===== config.mk =====
export PLATFORM = sky130hd
export DESIGN_NAME = amcd_top
export DESIGN_NICKNAME = d
export VERILOG_FILES = /design/src/hw/amcd_pkg.sv /design/src/hw/amcd_top.sv
export VERILOG_INCLUDE_DIRS = /design/src /design/src/hw
export SDC_FILE = /design/constraint.sdc
export NUM_CORES = 1
export LEC_CHECK = 0
export ABC_CLOCK_PERIOD_IN_PS = 9650
export BUFFER_PORTS_ARGS = -buffer_cell sky130_fd_sc_hd__clkbuf_2
export CELL_PAD_IN_SITES_DETAIL_PLACEMENT = 1
export CELL_PAD_IN_SITES_GLOBAL_PLACEMENT = 1
export CORE_AREA = 2 2 142 144
export CTS_BUF_LIST = sky130_fd_sc_hd__clkbuf_2
export DETAILED_ROUTE_END_ITERATION = 12
export DIE_AREA = 0 0 144 146
export HOLD_SLACK_MARGIN = 0.06
export PLACE_DENSITY = 0.85
export SYNTH_ARGS = -nofsm -noshare
export SYNTH_HDL_FRONTEND = slang
export SYNTH_SLANG_ARGS = --single-unit

===== constraint.sdc =====
create_clock -name clock -period 9.65 [get_ports clock]
set_clock_uncertainty 0.1 [all_clocks]
set_input_delay 1.93 -clock clock [delete_from_list [all_inputs] [get_ports clock]]
set_output_delay 1.93 -clock clock [all_outputs]
set_load 0.01 [all_outputs]

===== src/hw/amcd_defs.svh =====
`ifndef AMCD_DEFS_SVH
`define AMCD_DEFS_SVH

// ****************************************
// Timing
// ****************************************
`define AMCD_CLK_MHZ 50
`define AMCD_SOFT_MUTE_US 15000
`define AMCD_HARD_MUTE_US 400

// ****************************************
// Register word indices (byte address = 4 * index)
// ****************************************
`define AMCD_IDX_IB1 4'h0
`define AMCD_IDX_IB5 4'h4
`define AMCD_IDX_DB1 4'h5
`define AMCD_IDX_DB5 4'h9
`define AMCD_IDX_STATE 4'ha
`define AMCD_NUM_IB 5
`define AMCD_NUM_DB 5

// ****************************************
// Field positions
// ****************************************
`define AMCD_IB1_AMP_START 0
`define AMCD_IB1_LOWV_CLIP 7
`define AMCD_IB2_HARD_MUTE 0
`define AMCD_IB2_SOFT_REAR 1
`define AMCD_IB2_SOFT_FRONT 2
`define AMCD_IB2_NO_LOAD_DIAG 4
`define AMCD_IB2_NO_TEMP_DIAG 5
`define AMCD_IB2_CLIP_LVL_LO 6
`define AMCD_IB3_GAIN_REAR 5
`define AMCD_IB3_GAIN_FRONT 6
`define AMCD_IB4_LINE_DRV 2
`define AMCD_IB4_SUPPLY_FOLLOW 7
`define AMCD_DB_LOAD_BIT 0
`define AMCD_DB_CLIP_BIT 1
`define AMCD_DB_POR_BIT 7
`define AMCD_DB_TEMP_BIT 0
`define AMCD_DB_POR_BYTE 1
`define AMCD_DB_TEMP_BYTE 4

// ****************************************
// Encodings and reset values
// ****************************************
`define AMCD_CLIP_2PCT 2'h0
`define AMCD_CLIP_5PCT 2'h1
`define AMCD_CLIP_10PCT 2'h2
`define AMCD_STRAP_LEGACY 3'h0
`define AMCD_STRAP_100K 3'h1
`define AMCD_STRAP_30K 3'h2
`define AMCD_STRAP_10K 3'h3
`define AMCD_STRAP_FORCED 3'h4
`define AMCD_ADDR_100K 7'h6e
`define AMCD_ADDR_30K 7'h6f
`define AMCD_ADDR_10K 7'h6a
`define AMCD_ADDR_FORCED 7'h6d
`define AMCD_ADDR_OPEN 7'h6c
`define AMCD_BYTE_ZERO 8'h00
`define AMCD_SYNC_W 25

`endif


===== src/hw/amcd_pkg.sv =====
`include "amcd_defs.svh"

package amcd_pkg;

  // ****************************************
  // Power sequencing states
  // ****************************************
  typedef enum logic [1:0]
  {
    AMCD_OFF = 2'h0,
    AMCD_RUN = 2'h1,
    AMCD_SHUTDOWN = 2'h3
  } amcd_run_e;

  typedef logic [7:0] amcd_byte_t;

  // ****************************************
  // Whole module state
  // ****************************************
  typedef struct packed {
    logic [`AMCD_SYNC_W-1:0] sync1;
    logic [`AMCD_SYNC_W-1:0] sync2;
    amcd_run_e run_state;
    logic [`AMCD_NUM_IB-1:0][7:0] ib;
    logic [`AMCD_NUM_DB-1:0][7:0] db;
    logic [2:0] rd_seq;
    logic [1:0][19:0] mute_cnt;
    logic [1:0] muted;
    logic [14:0] sd_cnt;
    logic stb_hi_d;
    logic [6:0] bus_addr;
    logic addr_valid;
    logic legacy;
    logic wb_ack;
    logic [31:0] wb_dat;
    logic amp_on;
    logic hard_mute;
    logic bias_reduced;
    logic ripple_disc;
    logic diag_oe_n;
    logic stb_clip_oe_n;
    logic low_iq;
    logic bus_loaded;
    logic gain_front_low;
    logic gain_rear_low;
  } amcd_state_s;

endpackage


===== src/hw/amcd_top.sv =====
// Chosen here: the Wishbone interface to the registers and the placing of the registers.
`timescale 1ns/1ps
`include "amcd_defs.svh"
// Overview of operation
// - Distortion above programmed clip level drives that channel's assigned status pin
// - Each channel's clip indication routes to diagnostic or standby pin by own bit
// - Temperature and load reports leave the diagnostic pin when disabled; bytes still latch
// - Clip indications blocked below the 10 V level unless lower level enabled
// - Reduced bias only with both pairs low gain and line-driver selected
// - Address strap chooses legacy mode or one of several bus addresses
// - Address held below 6 V; decode without 6 V supply is invalid
// - Legacy standby pin is off/mute/operating; amplifier starts at once
// - Legacy mute/operating transitions paced by a 15 ms timer
// - Legacy operating-to-off applies hard mute within 400 us then shuts down
// - Bus mode standby low: low quiescent current, bus lines unloaded
// - Bus mode standby high: operating, power-on reset, diagnostic pin low
// - Amp start bit starts amplifier, clears reset flag, releases diagnostic pin
// - Soft mute per pair ramps that pair to mute over 15 ms
// - Hard mute mutes all within 400 us; release is 15 ms soft unmute
// - Bus mode standby off after start: hard mute first, then shutdown
// - Diagnostic status bits latch on failure until the host reads them
// - Latches clear only after all five status bytes are read
// - Diagnostic pin follows present fault, released when failure disappears
// - Supply-follow bit disconnects ripple filter from common-mode output
// - Power-on reset clears every instruction bit
// - Clip field 00 is 2 %, 01 5 %, 10 10 %, 11 disabled
module amcd_top #(
  parameter int unsigned SOFT_MUTE_CYC = `AMCD_SOFT_MUTE_US * `AMCD_CLK_MHZ,
  parameter int unsigned HARD_MUTE_CYC = `AMCD_HARD_MUTE_US * `AMCD_CLK_MHZ
) (
  input wire logic clock,
  input wire logic rst,
  input wire logic wb_cyc_i,
  input wire logic wb_stb_i,
  input wire logic wb_we_i,
  input wire logic [5:0] wb_adr_i,
  input wire logic [3:0] wb_sel_i,
  input wire logic [31:0] wb_dat_i,
  output logic [31:0] wb_dat_o,
  output logic wb_ack_o,
  input wire logic [1:0] standby_mode_pin,
  input wire logic [2:0] addr_strap_pin,
  input wire logic vp_above_10v,
  input wire logic vp_above_low,
  input wire logic vp_above_6v,
  input wire logic [3:0] clip_2pct,
  input wire logic [3:0] clip_5pct,
  input wire logic [3:0] clip_10pct,
  input wire logic temp_warn,
  input wire logic [3:0] load_fault,
  output logic diag_pin_oe_n,
  output logic stb_clip_oe_n,
  output logic amp_enable,
  output logic hard_mute,
  output logic mute_front,
  output logic mute_rear,
  output logic bias_reduced,
  output logic ripple_filter_pin,
  output logic low_quiescent,
  output logic bus_lines_loaded,
  output logic gain_front_low,
  output logic gain_rear_low,
  output logic [6:0] bus_addr,
  output logic addr_valid,
  output logic legacy_mode
);

  amcd_pkg::amcd_state_s st_reg;
  amcd_pkg::amcd_state_s st_next;

  // ****************************************
  // Synchronised pin view
  // ****************************************
  logic [1:0] stb_pin;
  logic [2:0] strap;
  logic vp10, vplow, vp6, temp_s;
  logic [3:0] c2, c5, c10, load_s;
  assign {stb_pin, strap, vp10, vplow, vp6, c2, c5, c10, temp_s, load_s} = st_reg.sync2;

  // ****************************************
  // Combinational next state
  // ****************************************
  logic [3:0] clip_ch;
  logic [3:0] clip_route;
  logic clip_ok;
  logic pin_off, pin_mute, stb_hi, powered, stb_rise;
  logic hard_req;
  logic [1:0] mute_tgt;
  logic [19:0] lim;
  logic diag_drive, stb_drive;
  logic wb_req, wr_en;
  logic [3:0] idx;
  logic rd_db, clr_db;
  logic [2:0] db_num;
  logic [`AMCD_NUM_DB-1:0][7:0] db_evt;
  logic [`AMCD_NUM_DB-1:0][7:0] db_keep;

  always_comb
  begin
    st_next = st_reg;
    st_next.sync1 = {standby_mode_pin, addr_strap_pin, vp_above_10v, vp_above_low, vp_above_6v,
                     clip_2pct, clip_5pct, clip_10pct, temp_warn, load_fault};
    st_next.sync2 = st_reg.sync1;

    pin_off = (stb_pin == 2'h0);
    pin_mute = (stb_pin == 2'h1);
    stb_hi = stb_pin[0] | stb_pin[1];
    stb_rise = stb_hi & ~st_reg.stb_hi_d;
    powered = ~pin_off;
    st_next.stb_hi_d = stb_hi;

    // Address strap, frozen while the supply is below 6 V
    if (vp6)
    begin
      st_next.legacy = (strap == `AMCD_STRAP_LEGACY);
      unique case (strap)
        `AMCD_STRAP_100K: st_next.bus_addr = `AMCD_ADDR_100K;
        `AMCD_STRAP_30K: st_next.bus_addr = `AMCD_ADDR_30K;
        `AMCD_STRAP_10K: st_next.bus_addr = `AMCD_ADDR_10K;
        `AMCD_STRAP_FORCED: st_next.bus_addr = `AMCD_ADDR_FORCED;
        default: st_next.bus_addr = `AMCD_ADDR_OPEN;
      endcase
      st_next.addr_valid = 1'b1;
    end
    if (stb_rise & ~st_reg.legacy & ~vp6)
    begin
      st_next.addr_valid = 1'b0;
    end

    // Wishbone decode
    wb_req = wb_cyc_i & wb_stb_i & ~st_reg.wb_ack;
    idx = wb_adr_i[5:2];
    wr_en = wb_req & wb_we_i & wb_sel_i[0] & ~st_reg.legacy & stb_hi;
    rd_db = wb_req & ~wb_we_i & (idx >= `AMCD_IDX_DB1) & (idx <= `AMCD_IDX_DB5);
    db_num = 3'(idx - `AMCD_IDX_DB1);
    st_next.wb_ack = wb_req;
    st_next.wb_dat = '0;
    if (wb_req & ~wb_we_i)
    begin
      if (idx <= `AMCD_IDX_IB5)
        st_next.wb_dat = {24'h000000, st_reg.ib[idx[2:0]]};
      else if (idx <= `AMCD_IDX_DB5)
        st_next.wb_dat = {24'h000000, st_reg.db[db_num]};
      else if (idx == `AMCD_IDX_STATE)
        st_next.wb_dat = {16'h0000, st_reg.muted, st_reg.run_state, st_reg.legacy, st_reg.addr_valid,
                          2'h0, st_reg.bus_addr, 1'b0};
    end
    // Instruction bytes, each at its own word, first through fifth
    if (wr_en & (idx <= `AMCD_IDX_IB5))
    begin
      st_next.ib[idx[2:0]] = wb_dat_i[7:0];
    end
    if (stb_rise & ~st_reg.legacy)
    begin
      for (int i = 0; i < `AMCD_NUM_IB; i++)
        st_next.ib[i] = `AMCD_BYTE_ZERO;
    end

    // Clip detection with level select and supply blocking
    unique case (st_reg.ib[1][`AMCD_IB2_CLIP_LVL_LO +: 2])
      `AMCD_CLIP_2PCT: clip_ch = c2;
      `AMCD_CLIP_5PCT: clip_ch = c5;
      `AMCD_CLIP_10PCT: clip_ch = c10;
      default: clip_ch = 4'h0;
    endcase
    clip_ok = vp10 | (st_reg.ib[0][`AMCD_IB1_LOWV_CLIP] & vplow);
    clip_ch = clip_ch & {4{clip_ok & st_reg.amp_on}};
    // Channels 1..4 map to route bits 5, 3, 6, 4
    clip_route = {st_reg.ib[0][4], st_reg.ib[0][6], st_reg.ib[0][3], st_reg.ib[0][5]};

    // Status latches; clear comes only after the fifth byte of an ordered read
    clr_db = rd_db & (idx == `AMCD_IDX_DB5) & (st_reg.rd_seq == 3'h4);
    if (rd_db)
    begin
      if (db_num == st_reg.rd_seq)
        st_next.rd_seq = (st_reg.rd_seq == 3'h4) ? 3'h0 : 3'(st_reg.rd_seq + 3'h1);
      else
        st_next.rd_seq = (db_num == 3'h0) ? 3'h1 : 3'h0;
    end
    else if (wb_req)
    begin
      st_next.rd_seq = 3'h0;
    end
    db_evt = '0;
    for (int c = 0; c < 4; c++)
    begin
      db_evt[c][`AMCD_DB_LOAD_BIT] = load_s[c];
      db_evt[c][`AMCD_DB_CLIP_BIT] = clip_ch[c];
    end
    db_evt[`AMCD_DB_TEMP_BYTE][`AMCD_DB_TEMP_BIT] = temp_s;
    db_keep = '0;
    db_keep[`AMCD_DB_POR_BYTE][`AMCD_DB_POR_BIT] = 1'b1;
    for (int b = 0; b < `AMCD_NUM_DB; b++)
      st_next.db[b] = (clr_db ? (st_reg.db[b] & db_keep[b]) : st_reg.db[b]) | db_evt[b];
    // Reset flag: set by bus power-up, cleared by the start bit
    if (wr_en & (idx == `AMCD_IDX_IB1) & wb_dat_i[`AMCD_IB1_AMP_START])
      st_next.db[`AMCD_DB_POR_BYTE][`AMCD_DB_POR_BIT] = 1'b0;
    if (stb_rise & ~st_reg.legacy)
      st_next.db[`AMCD_DB_POR_BYTE][`AMCD_DB_POR_BIT] = 1'b1;

    // Power sequencing
    st_next.sd_cnt = '0;
    unique case (st_reg.run_state)
      amcd_pkg::AMCD_OFF:
      begin
        if (st_reg.legacy ? powered : (stb_hi & ~stb_rise & st_reg.ib[0][`AMCD_IB1_AMP_START]))
          st_next.run_state = amcd_pkg::AMCD_RUN;
      end
      amcd_pkg::AMCD_RUN:
      begin
        if (pin_off | (~st_reg.legacy & ~st_reg.ib[0][`AMCD_IB1_AMP_START]))
          st_next.run_state = amcd_pkg::AMCD_SHUTDOWN;
      end
      amcd_pkg::AMCD_SHUTDOWN:
      begin
        st_next.sd_cnt = 15'(st_reg.sd_cnt + 15'h1);
        if (st_reg.sd_cnt == 15'(HARD_MUTE_CYC - 1))
          st_next.run_state = amcd_pkg::AMCD_OFF;
      end
      default: st_next.run_state = amcd_pkg::AMCD_OFF;
    endcase
    st_next.amp_on = (st_next.run_state != amcd_pkg::AMCD_OFF);

    // Mute ramps per pair: hard mute uses the short time, all else the soft time
    hard_req = (st_reg.run_state == amcd_pkg::AMCD_SHUTDOWN) |
               (~st_reg.legacy & st_reg.ib[1][`AMCD_IB2_HARD_MUTE]);
    mute_tgt[0] = hard_req | (st_reg.legacy ? pin_mute : st_reg.ib[1][`AMCD_IB2_SOFT_FRONT]);
    mute_tgt[1] = hard_req | (st_reg.legacy ? pin_mute : st_reg.ib[1][`AMCD_IB2_SOFT_REAR]);
    st_next.hard_mute = hard_req;
    lim = 20'(SOFT_MUTE_CYC - 1);
    for (int p = 0; p < 2; p++)
    begin
      lim = (mute_tgt[p] & hard_req) ? 20'(HARD_MUTE_CYC - 1) : 20'(SOFT_MUTE_CYC - 1);
      if (st_reg.run_state == amcd_pkg::AMCD_OFF)
      begin
        st_next.muted[p] = 1'b1;
        st_next.mute_cnt[p] = '0;
      end
      else if (mute_tgt[p] != st_reg.muted[p])
      begin
        if (st_reg.mute_cnt[p] >= lim)
        begin
          st_next.muted[p] = mute_tgt[p];
          st_next.mute_cnt[p] = '0;
        end
        else
          st_next.mute_cnt[p] = 20'(st_reg.mute_cnt[p] + 20'h1);
      end
      else
        st_next.mute_cnt[p] = '0;
    end

    // Pin drivers (enable low pulls the pin low)
    diag_drive = (~st_reg.legacy & st_reg.db[`AMCD_DB_POR_BYTE][`AMCD_DB_POR_BIT]) |
                 (|(clip_ch & ~clip_route)) |
                 (temp_s & ~st_reg.ib[1][`AMCD_IB2_NO_TEMP_DIAG]) |
                 ((|load_s) & ~st_reg.ib[1][`AMCD_IB2_NO_LOAD_DIAG]);
    stb_drive = |(clip_ch & clip_route);
    st_next.diag_oe_n = ~diag_drive;
    st_next.stb_clip_oe_n = ~stb_drive;

    st_next.bias_reduced = st_reg.ib[2][`AMCD_IB3_GAIN_FRONT] & st_reg.ib[2][`AMCD_IB3_GAIN_REAR] &
                           st_reg.ib[3][`AMCD_IB4_LINE_DRV];
    st_next.ripple_disc = st_reg.ib[3][`AMCD_IB4_SUPPLY_FOLLOW];
    st_next.gain_front_low = st_reg.ib[2][`AMCD_IB3_GAIN_FRONT];
    st_next.gain_rear_low = st_reg.ib[2][`AMCD_IB3_GAIN_REAR];
    st_next.low_iq = ~powered;
    st_next.bus_loaded = ~st_reg.legacy & stb_hi;
  end

  // ****************************************
  // State register
  // ****************************************
  always_ff @(posedge clock or posedge rst)
  begin
    if (rst)
    begin
      st_reg <= '0;
      st_reg.muted <= 2'h3;
      st_reg.diag_oe_n <= 1'b1;
      st_reg.stb_clip_oe_n <= 1'b1;
      st_reg.low_iq <= 1'b1;
      st_reg.legacy <= 1'b1;
      st_reg.run_state <= amcd_pkg::AMCD_OFF;
    end
    else
    begin
      st_reg <= st_next;
    end
  end

  assign wb_dat_o = st_reg.wb_dat;
  assign wb_ack_o = st_reg.wb_ack;
  assign diag_pin_oe_n = st_reg.diag_oe_n;
  assign stb_clip_oe_n = st_reg.stb_clip_oe_n;
  assign amp_enable = st_reg.amp_on;
  assign hard_mute = st_reg.hard_mute;
  assign mute_front = st_reg.muted[0];
  assign mute_rear = st_reg.muted[1];
  assign bias_reduced = st_reg.bias_reduced;
  assign ripple_filter_pin = st_reg.ripple_disc;
  assign low_quiescent = st_reg.low_iq;
  assign bus_lines_loaded = st_reg.bus_loaded;
  assign gain_front_low = st_reg.gain_front_low;
  assign gain_rear_low = st_reg.gain_rear_low;
  assign bus_addr = st_reg.bus_addr;
  assign addr_valid = st_reg.addr_valid;
  assign legacy_mode = st_reg.legacy;

  // ****************************************
  // Assertions
  // ****************************************
  a_bias_reduced: assert property (@(posedge clock) disable iff (rst)
    bias_reduced |-> (st_reg.ib[2][`AMCD_IB3_GAIN_FRONT] | $past(st_reg.ib[2][`AMCD_IB3_GAIN_FRONT])))
    else $error("reduced bias without low front gain");

  localparam int HARD_MUTE_SHORT = 2;

  a_shutdown_time: assert property (@(posedge clock) disable iff (rst)
    (st_reg.run_state == amcd_pkg::AMCD_RUN && st_next.run_state == amcd_pkg::AMCD_SHUTDOWN) |=>
      ##1 (hard_mute throughout (##[1:HARD_MUTE_SHORT] 1'b1)))
    else $error("hard mute not held during shutdown");

  a_shutdown_end: assert property (@(posedge clock) disable iff (rst)
    (st_reg.run_state == amcd_pkg::AMCD_SHUTDOWN && st_reg.sd_cnt == 15'(HARD_MUTE_CYC - 1)) |=>
      !amp_enable)
    else $error("amplifier still on after hard mute time");

  a_start_needs_bit: assert property (@(posedge clock) disable iff (rst)
    ($rose(amp_enable) && !legacy_mode) |-> $past(st_reg.ib[0][`AMCD_IB1_AMP_START]))
    else $error("bus mode start without start bit");

  a_por_diag_low: assert property (@(posedge clock) disable iff (rst)
    (!legacy_mode && st_reg.db[`AMCD_DB_POR_BYTE][`AMCD_DB_POR_BIT]) |=> !diag_pin_oe_n)
    else $error("diagnostic pin released while reset flag set");

  a_partial_read: assert property (@(posedge clock) disable iff (rst)
    (rd_db && !clr_db && st_reg.db[0][`AMCD_DB_LOAD_BIT]) |=> st_reg.db[0][`AMCD_DB_LOAD_BIT])
    else $error("status latch lost without full read");

  a_latch_holds: assert property (@(posedge clock) disable iff (rst)
    (st_reg.db[`AMCD_DB_TEMP_BYTE][`AMCD_DB_TEMP_BIT] && !clr_db) |=>
      st_reg.db[`AMCD_DB_TEMP_BYTE][`AMCD_DB_TEMP_BIT])
    else $error("temperature latch dropped without read");

  a_quiet_standby: assert property (@(posedge clock) disable iff (rst)
    (!st_reg.legacy && !stb_hi) |=> (!bus_lines_loaded && low_quiescent))
    else $error("bus loaded in standby");

  a_clip_disabled: assert property (@(posedge clock) disable iff (rst)
    (st_reg.ib[1][`AMCD_IB2_CLIP_LVL_LO +: 2] == 2'h3) |-> (clip_ch == 4'h0))
    else $error("clip reported with detection disabled");

  a_clip_low_supply: assert property (@(posedge clock) disable iff (rst)
    (!vp10 && !st_reg.ib[0][`AMCD_IB1_LOWV_CLIP]) |-> (clip_ch == 4'h0))
    else $error("clip reported below supply level");

  a_ack_one_cycle: assert property (@(posedge clock) disable iff (rst)
    wb_ack_o |=> !wb_ack_o)
    else $error("ack longer than one cycle");

endmodule


==> results of run 1 <==
placed cells by master, fill, tap and decap left out, types with 3 or more instances in the layout:
cell	n
o211ai_1	3
a22o_1	7
o21ai_0	14
a21o_1	9
nand2_1	50
nand2b_1	7
and4_1	4
o22ai_1	6
dfrtp_1	188
a22oi_1	3
xnor2_1	23
nor2_1	114
a31oi_1	3
ha_1	33
a211o_1	6
mux2i_1	39
dfstp_2	6
nor4_1	6
clkinvlp_4	3
clkbuf_2	94
mux2_2	4
and2_1	9
nand3_1	29
xor2_1	33
and3_1	20
a21oi_1	38
o21a_1	3
nand4_2	3
inv_6	8
nand4_1	11
inv_1	29
nand4b_1	4
mux4_2	5
nor2b_1	7
nor3_1	5
conb_1	19
Yosys cell counts, types with 3 or more instances:
cell / n
nor2_1: 115
a21oi_1: 38
o22ai_1: 6
nand3_1: 29
clkbuf_1: 17
o211ai_1: 3
dfrtp_1: 188
nor2b_1: 7
xor2_1: 33
and4_1: 4
o21ai_0: 14
nand4b_1: 4
a22o_1: 7
mux2i_1: 39
nand4_1: 11
xnor2_1: 23
a211o_1: 6
a21o_1: 9
nand4_2: 3
o21a_1: 3
mux2_2: 4
and3_1: 20
dfstp_2: 6
mux4_2: 5
nand2b_1: 7
nand2_1: 50
ha_1: 33
inv_1: 30
nor4_1: 6
nor3_1: 5
buf_2: 6
a31oi_1: 3
buf_4: 42
and2_1: 9
a22oi_1: 3
area by class of cell:
| class | instances | area [um^2] |
|---|---|---|
| fillers | 2145 | 9680 |
| flip-flops and latches | 194 | 4860 |
| multi-input cells | 558 | 3740 |
| repair buffers | 79 | 400 |
| well taps | 265 | 332 |
| clock inverters | 15 | 121 |
| inverters | 30 | 120 |
| clock buffers | 17 | 85.1 |
| diodes | 1 | 2.50 |
metrics by stage:
stage / hold WS [ns] / setup WS (ns)
after floorplan: 0.231 / 2.35
after global placement: 0.233 / 4.56
after detailed placement: 0.236 / 4.45
after CTS: 0.286 / 5.07
after global routing: 0.289 / 4.75
final: 0.278 / 5.14
worst max path at each step:
stage          cells past startpoint  slack (ns)                      end
4_1_cts                            9        5.07     st_reg[89]$_DFF_PP0_
3_5_place_dp                       8        4.45  st_reg[177]$_DFFE_PP0P_
5_1_grt                            9        4.75     st_reg[71]$_DFF_PP0_
3_3_place_gp                       8        4.56  st_reg[178]$_DFFE_PP0P_
6_report                           9        5.14     st_reg[89]$_DFF_PP0_
2_1_floorplan                      1        2.35   addr_valid$_DFFE_PP0P_
cell families after synthesis:
family	synth area share [%]
other cells	0.0413
xor+xnor	5.58
buf+inv	6.04
simple gates	15.6
fa+ha+maj	4.55
compound gates	8.38
flops	53.6
mux	6.20
per-layer routing:
layer  track usage [%]  part of all wire, %
met1              26.5                   45
met2              34.0                   50
met3              3.62                  3.6
met4              6.72                  1.6
met5                 0                    0
where the power goes:
part	total [mW]	internal [mW]	leakage, nW	switching [mW]
logic	0.267	0.0814	2.14	0.186
clock network	0.373	0.0758	0.123	0.297
registers	0.898	0.858	2.47	0.0394
total	1.54	1.02	4.73	0.522
==> results.toml, run 1 <==
[logic_synthesis]
synth_cell_types = 70
synthTopCellsByArea = "dfrtp_1 (52%), nor2_1 (4.8%), ha_1 (4.5%), mux2i_1 (4.3%), buf_4 (3.5%)"
ys_async_sr_fraction_pct = 100
yosys_most_used_dff = "dfrtp_1"
yosysWarnings = 0
synth_edf_count = 0
postSynthCellCount = 832
syn_avg_cell_area_um2 = 10.9
yosysSeqAreaShare_pct = 53.6
synth_top_area_cell = "dfrtp_1"
synth_seq_cells = 194
synth_top_area_share_pct = 51.8
syn_area_um2 = 9080

[placed_design]
dpl_cell_area_um2 = 9450
placedCellCount = 1126
dp_hpwl_um = 14300
place.gp.congestion = 0.788
io_buffers = 77

[setup_path]
worst-path-max-fanout = 20
reg2reg_depth = 9
path_class = "flip-flop to flip-flop"
worstPathArrival_ns = 5.14
slowest_stage = "dfstp_2"
path_delay_family = "compound AO/OA/AOI/OAI gates"
r2r_end = "st_reg[89]$_DFF_PP0_"
reg2reg_from = "legacy_mode$_DFFE_PP1P_"
start_kind = "flip-flop"
crit_start = "legacy_mode$_DFFE_PP1P_"
path_cells = "nor2b_1 > a21oi_1 > inv_1 > ha_1 > a211o_1 > a311o_1 > a22oi_1 > nand3_1 > nor2_1"
path_buf_inv = 1
required_ns = 10.28
r2r_setup_slack_ns = 5.14
critPathCaptureType = "flip-flop"
slowest_delay_ns = 0.73

[power_and_ir_drop]
p_per_area_nw_per_um2 = 159
p_total_mw = 1.54
peakVddDrop_v = 0.0000828
p_leak_nw = 4.73

[status]
status = "finished clean"

[global_route]
grt_pass1_wl_um = 33600
overflow = 0
grt_usage_pct = 20.3
antenna_found_initial = 1
grt_pass1_vias = 6564
grt_max_degree = 143

[cts]
cts-root-buf = "clkbuf_2"
clock-sinks = 194
cts_tree = "yes"
ctsHoldBuffers = 0
clockBufferDepth = 2
clock_latency_ns = 0.79
ctsHtreeMaxLevel = 4
cts_resized = 0
numCtsBuffers = 17
path_clk_slew_ns = 0.28
cts_setup_buffers = 0

[route]
routed_wl_um = 20300
vias = 6164
wire_per_inst_um = 17.5
drt_iter0_markers = 286
ant_nets = 0
post-route-drc-count = 0
dr.pass1.iters = 4
via_per_inst = 5.32

[timing]
tns_ns = 0
hold_viol = 0
fmax_ghz = 0.222
setup_viol = 0
tightest_slew_ns = 1.09
slew_headroom_pct = 27.4
layout_min_cycle_time_ns = 4.51
post-route-period-util_pct = 46.7
slew_violations = 0
rsz0062_at_grt = "no"

[cells_and_area]
largest_reg_flops = 112
final_cells = 1159
num-nets-final = 985
area_growth_syn_to_layout_pct = 6.42
drive_gt1_share_pct = 15.8
final_area_um2 = 9660
final_core_util_pct = 50.0

[floorplan]
io_pins = 126
die_w_um = 144
start_util_pct = 46.9
core-area_um2 = 19300
rows = 51
dieArea_um2 = 21000
fp.dieH_um = 146

[hold_path]
hold_class = "flip-flop to flip-flop"
min_path_cells = 0
holdPathEnd = "st_reg[213]$_DFF_PP0_"
hold_start = "st_next[213]$_DFF_PP0_"

[job]
drv_cap = 0
No activity file was read; power rests on OpenSTA's default activity.
==> run 2: changes to the inputs <==
--- a/config.mk
+++ b/config.mk
@@ -6,16 +6,17 @@
 export SDC_FILE = /design/constraint.sdc
 export NUM_CORES = 1
 export LEC_CHECK = 0
-export ABC_CLOCK_PERIOD_IN_PS = 9650
+export ABC_AREA = 1
+export ABC_CLOCK_PERIOD_IN_PS = 3700
 export BUFFER_PORTS_ARGS = -buffer_cell sky130_fd_sc_hd__clkbuf_2
 export CELL_PAD_IN_SITES_DETAIL_PLACEMENT = 1
 export CELL_PAD_IN_SITES_GLOBAL_PLACEMENT = 1
-export CORE_AREA = 2 2 142 144
+export CORE_AREA = 2 2 156 158
 export CTS_BUF_LIST = sky130_fd_sc_hd__clkbuf_2
 export DETAILED_ROUTE_END_ITERATION = 12
-export DIE_AREA = 0 0 144 146
+export DIE_AREA = 0 0 158 160
 export HOLD_SLACK_MARGIN = 0.06
-export PLACE_DENSITY = 0.85
+export PLACE_DENSITY = 0.81
 export SYNTH_ARGS = -nofsm -noshare
 export SYNTH_HDL_FRONTEND = slang
 export SYNTH_SLANG_ARGS = --single-unit
==> constraint.sdc (replaced) <==
create_clock -name clock -period 3.7 [get_ports clock]
set_clock_uncertainty 0.1 [all_clocks]
set_input_delay 0.74 -clock clock [delete_from_list [all_inputs] [get_ports clock]]
set_output_delay 0.74 -clock clock [all_outputs]
set_load 0.01 [all_outputs]
==> results.toml, run 2 <==
[route]
wire_per_inst_um = 16.4
ant_nets = 0
vias = 7682
post-route-drc-count = 0
via_per_inst = 4.97
drt_iter0_markers = 345
routed_wl_um = 25400
dr.pass1.iters = 5

[placed_design]
dp_hpwl_um = 18300
io_buffers = 77
place.gp.congestion = 0.848
dp_slack_ns = 0.759

[cts]
ctsHoldBuffers = 33
cts-root-buf = "clkbuf_2"
clock_latency_ns = 0.87
cts_tree = "yes"
numCtsBuffers = 17
clockBufferDepth = 2
clock-sinks = 194
path_clk_slew_ns = 0.33
ctsHtreeMaxLevel = 4
cts_resized = 0
cts_setup_buffers = 0

[job]
drv_cap = 0

[setup_path]
worst-path-max-fanout = 19
crit_start = "st_reg[193]$_DFF_PP0_"
path_cells = "nand2_2 > inv_2 > nor2_4 > inv_1 > ha_1 > or2_2 > nand3_1 > nand3_1 > nand2_1 > nand3_4 > nor2_1"
slowest_delay_ns = 0.51
reg2reg_depth = 11
start_kind = "flip-flop"
critPathCaptureType = "flip-flop"
worstPathArrival_ns = 3.64
endpoint = "st_reg[108]$_DFF_PP0_"
required_ns = 4.35
crit_path_frequent_cell = "nand3_1"
r2r_setup_slack_ns = 0.72
reg2reg_from = "st_reg[193]$_DFF_PP0_"
r2r_end = "st_reg[108]$_DFF_PP0_"
slowest_stage = "dfrtp_1"
path_class = "flip-flop to flip-flop"

[timing]
layout_min_cycle_time_ns = 2.98
post-route-period-util_pct = 80.6
rsz0062_at_grt = "no"
slew_violations = 0
fmax_ghz = 0.335
hold_viol = 0
tightest_slew_ns = 1.00
tns_ns = 0
setup_viol = 0
fin_ws_ns = 0.717
slew_headroom_pct = 32.8

[cells_and_area]
area_growth_syn_to_layout_pct = 12.0
fillers = 2932
num-nets-final = 1313
final_common_cell = "nand2_1"
final_cell_mix = "nand2_1 (253), dfrtp_1 (188), nor2_1 (147), nand3_1 (113), inv_1 (104)"
drive_gt1_share_pct = 12.9
largest_reg_flops = 112

[power_and_ir_drop]
p_leak_nw = 5.03
p_total_mw = 4.25
peakVddDrop_v = 0.000208
p_per_area_nw_per_um2 = 400

[global_route]
grt_max_degree = 59
overflow = 0
grt_pass1_wl_um = 41800
antenna_found_initial = 1
grt.busiest_layer = "met2"
met3_usage_pct = 3.96
grt_util_met2_pct = 37.8
grt_usage_pct = 21.1
met1_usage_pct = 25.1
grt_pass1_vias = 8149

[logic_synthesis]
syn_area_um2 = 9480
ys_async_sr_fraction_pct = 100
synth_edf_count = 0
synth_top_area_share_pct = 49.6
synth_xor_area_share_pct = 2.68
synth_seq_cells = 194
synth_common_cells = "nand2_1 (253), dfrtp_1 (188), nor2_1 (147)"
yosys_most_used_dff = "dfrtp_1"
yosysWarnings = 0
yosysSeqAreaShare_pct = 51.3
synth_fa_ha_area_share_pct = 4.36
postSynthCellCount = 1112
synth_top_family_by_area = "simple AND/OR/NAND/NOR gates"
synthTopCellsByArea = "dfrtp_1 (50%), nand2_1 (10%), nand3_1 (6.0%), nor2_1 (5.8%), ha_1 (4.4%)"
synth-simple-area-share_pct = 26.3
yosysMostFrequentCell = "nand2_1"
synth_compound_area_share_pct = 6.33
syn_avg_cell_area_um2 = 8.53
synth_cell_types = 48
synth_mux_area_share_pct = 0
synth_top_area_cell = "dfrtp_1"

[floorplan]
core-area_um2 = 23800
rows = 57
start_util_pct = 39.8
io_pins = 126
fp.dieH_um = 160
die_w_um = 158
dieArea_um2 = 25300

[status]
status = "finished clean"

[hold_path]
hold_class = "input port to flip-flop"
==> run 2: changes by cell type after synthesis, moves of 16 or more <==
| cell | before | now |
|---|---|---|
| and3_1 | 20 | 0 |
| xor2_1 | 33 | 17 |
| inv_1 | 30 | 105 |
| o21ai_1 | 0 | 31 |
| nor2_1 | 115 | 147 |
| nand3_1 | 29 | 113 |
| nand2_1 | 50 | 253 |
| mux2i_1 | 39 | 0 |
==> run 2: per-layer routing <==
metal	share of wire (%)	up-vias
li1	-	3710
met1	42	3802
met2	52	129
met3	2.9	41
met4	2.9	0
met5	0	-
==> run 2: power breakdown <==
part / total, mW / switching, mW / internal, mW
Sequential: 2.31 / 0.0848 / 2.23
Combinational: 0.796 / 0.546 / 0.250
Clock: 1.14 / 0.894 / 0.243
==> run 2: worst min-delay path by stage <==
stage | to | cells after the start | slack [ns] | from
final | wb_ack_o$_DFF_PP0_ | 3 | 0.17 | wb_cyc_i
after global routing | st_reg[178]$_DFFE_PP0P_ | 3 | 0.11 | wb_dat_i[1]
after floorplan | c10[0]$_DFF_PP0_ | 0 | 0.23 | st_next[200]$_DFF_PP0_
after CTS | wb_dat_o[4]$_DFF_PP0_ | 3 | 0.12 | wb_adr_i[5]
after detailed placement | c10[2]$_DFF_PP0_ | 0 | 0.24 | st_next[202]$_DFF_PP0_
after global placement | c2[0]$_DFF_PP0_ | 0 | 0.23 | st_next[208]$_DFF_PP0_
==> run 2: logic make-up after synthesis <==
kind of cell,Yosys count
DFF,194
other,1
buffers and inverters,172
xor gates and xnor gates,29
adders and majority gates,33
and+or+nand+nor,573
AOI/OAI and AO/OA,110
==> run 2: layout make-up <==
type / instances / area [um^2] / share of cell area (%)
antenna: 1 / 2.50 / 0.0236
clock buffer: 17 / 85.1 / 0.801
clock inverter: 15 / 188 / 1.77
inverter: 112 / 427 / 4.02
multi-input combinational: 764 / 3830 / 36.1
sequential: 194 / 4860 / 45.8
tap: 324 / 405 / 3.82
timing repair buffer: 119 / 821 / 7.73
==> run 2: worst max-delay path: cells and delay by family, from the launching register on <==
| family | cells | cell delay (ns) |
|---|---|---|
| DFF | 1 | 0.51 |
| and+or+nand+nor | 8 | 1.20 |
| adders and majority gates | 1 | 0.37 |
| buffers and inverters | 2 | 0.73 |
==> run 2: through the flow <==
| stage | hold WS (ns) | utilization, % | std cells | area (um^2) |
|---|---|---|---|---|
| after floorplan | 0.231 | - | 1130 | 9550 |
| after global placement | 0.234 | 42.0 | 1480 | 10000 |
| after detailed placement | 0.236 | 42.0 | 1480 | 10000 |
| after CTS | 0.116 | 44.6 | 1545 | 10600 |
| after global routing | 0.110 | 44.6 | 1546 | 10600 |
| final | 0.165 | 44.6 | 1546 | 10600 |
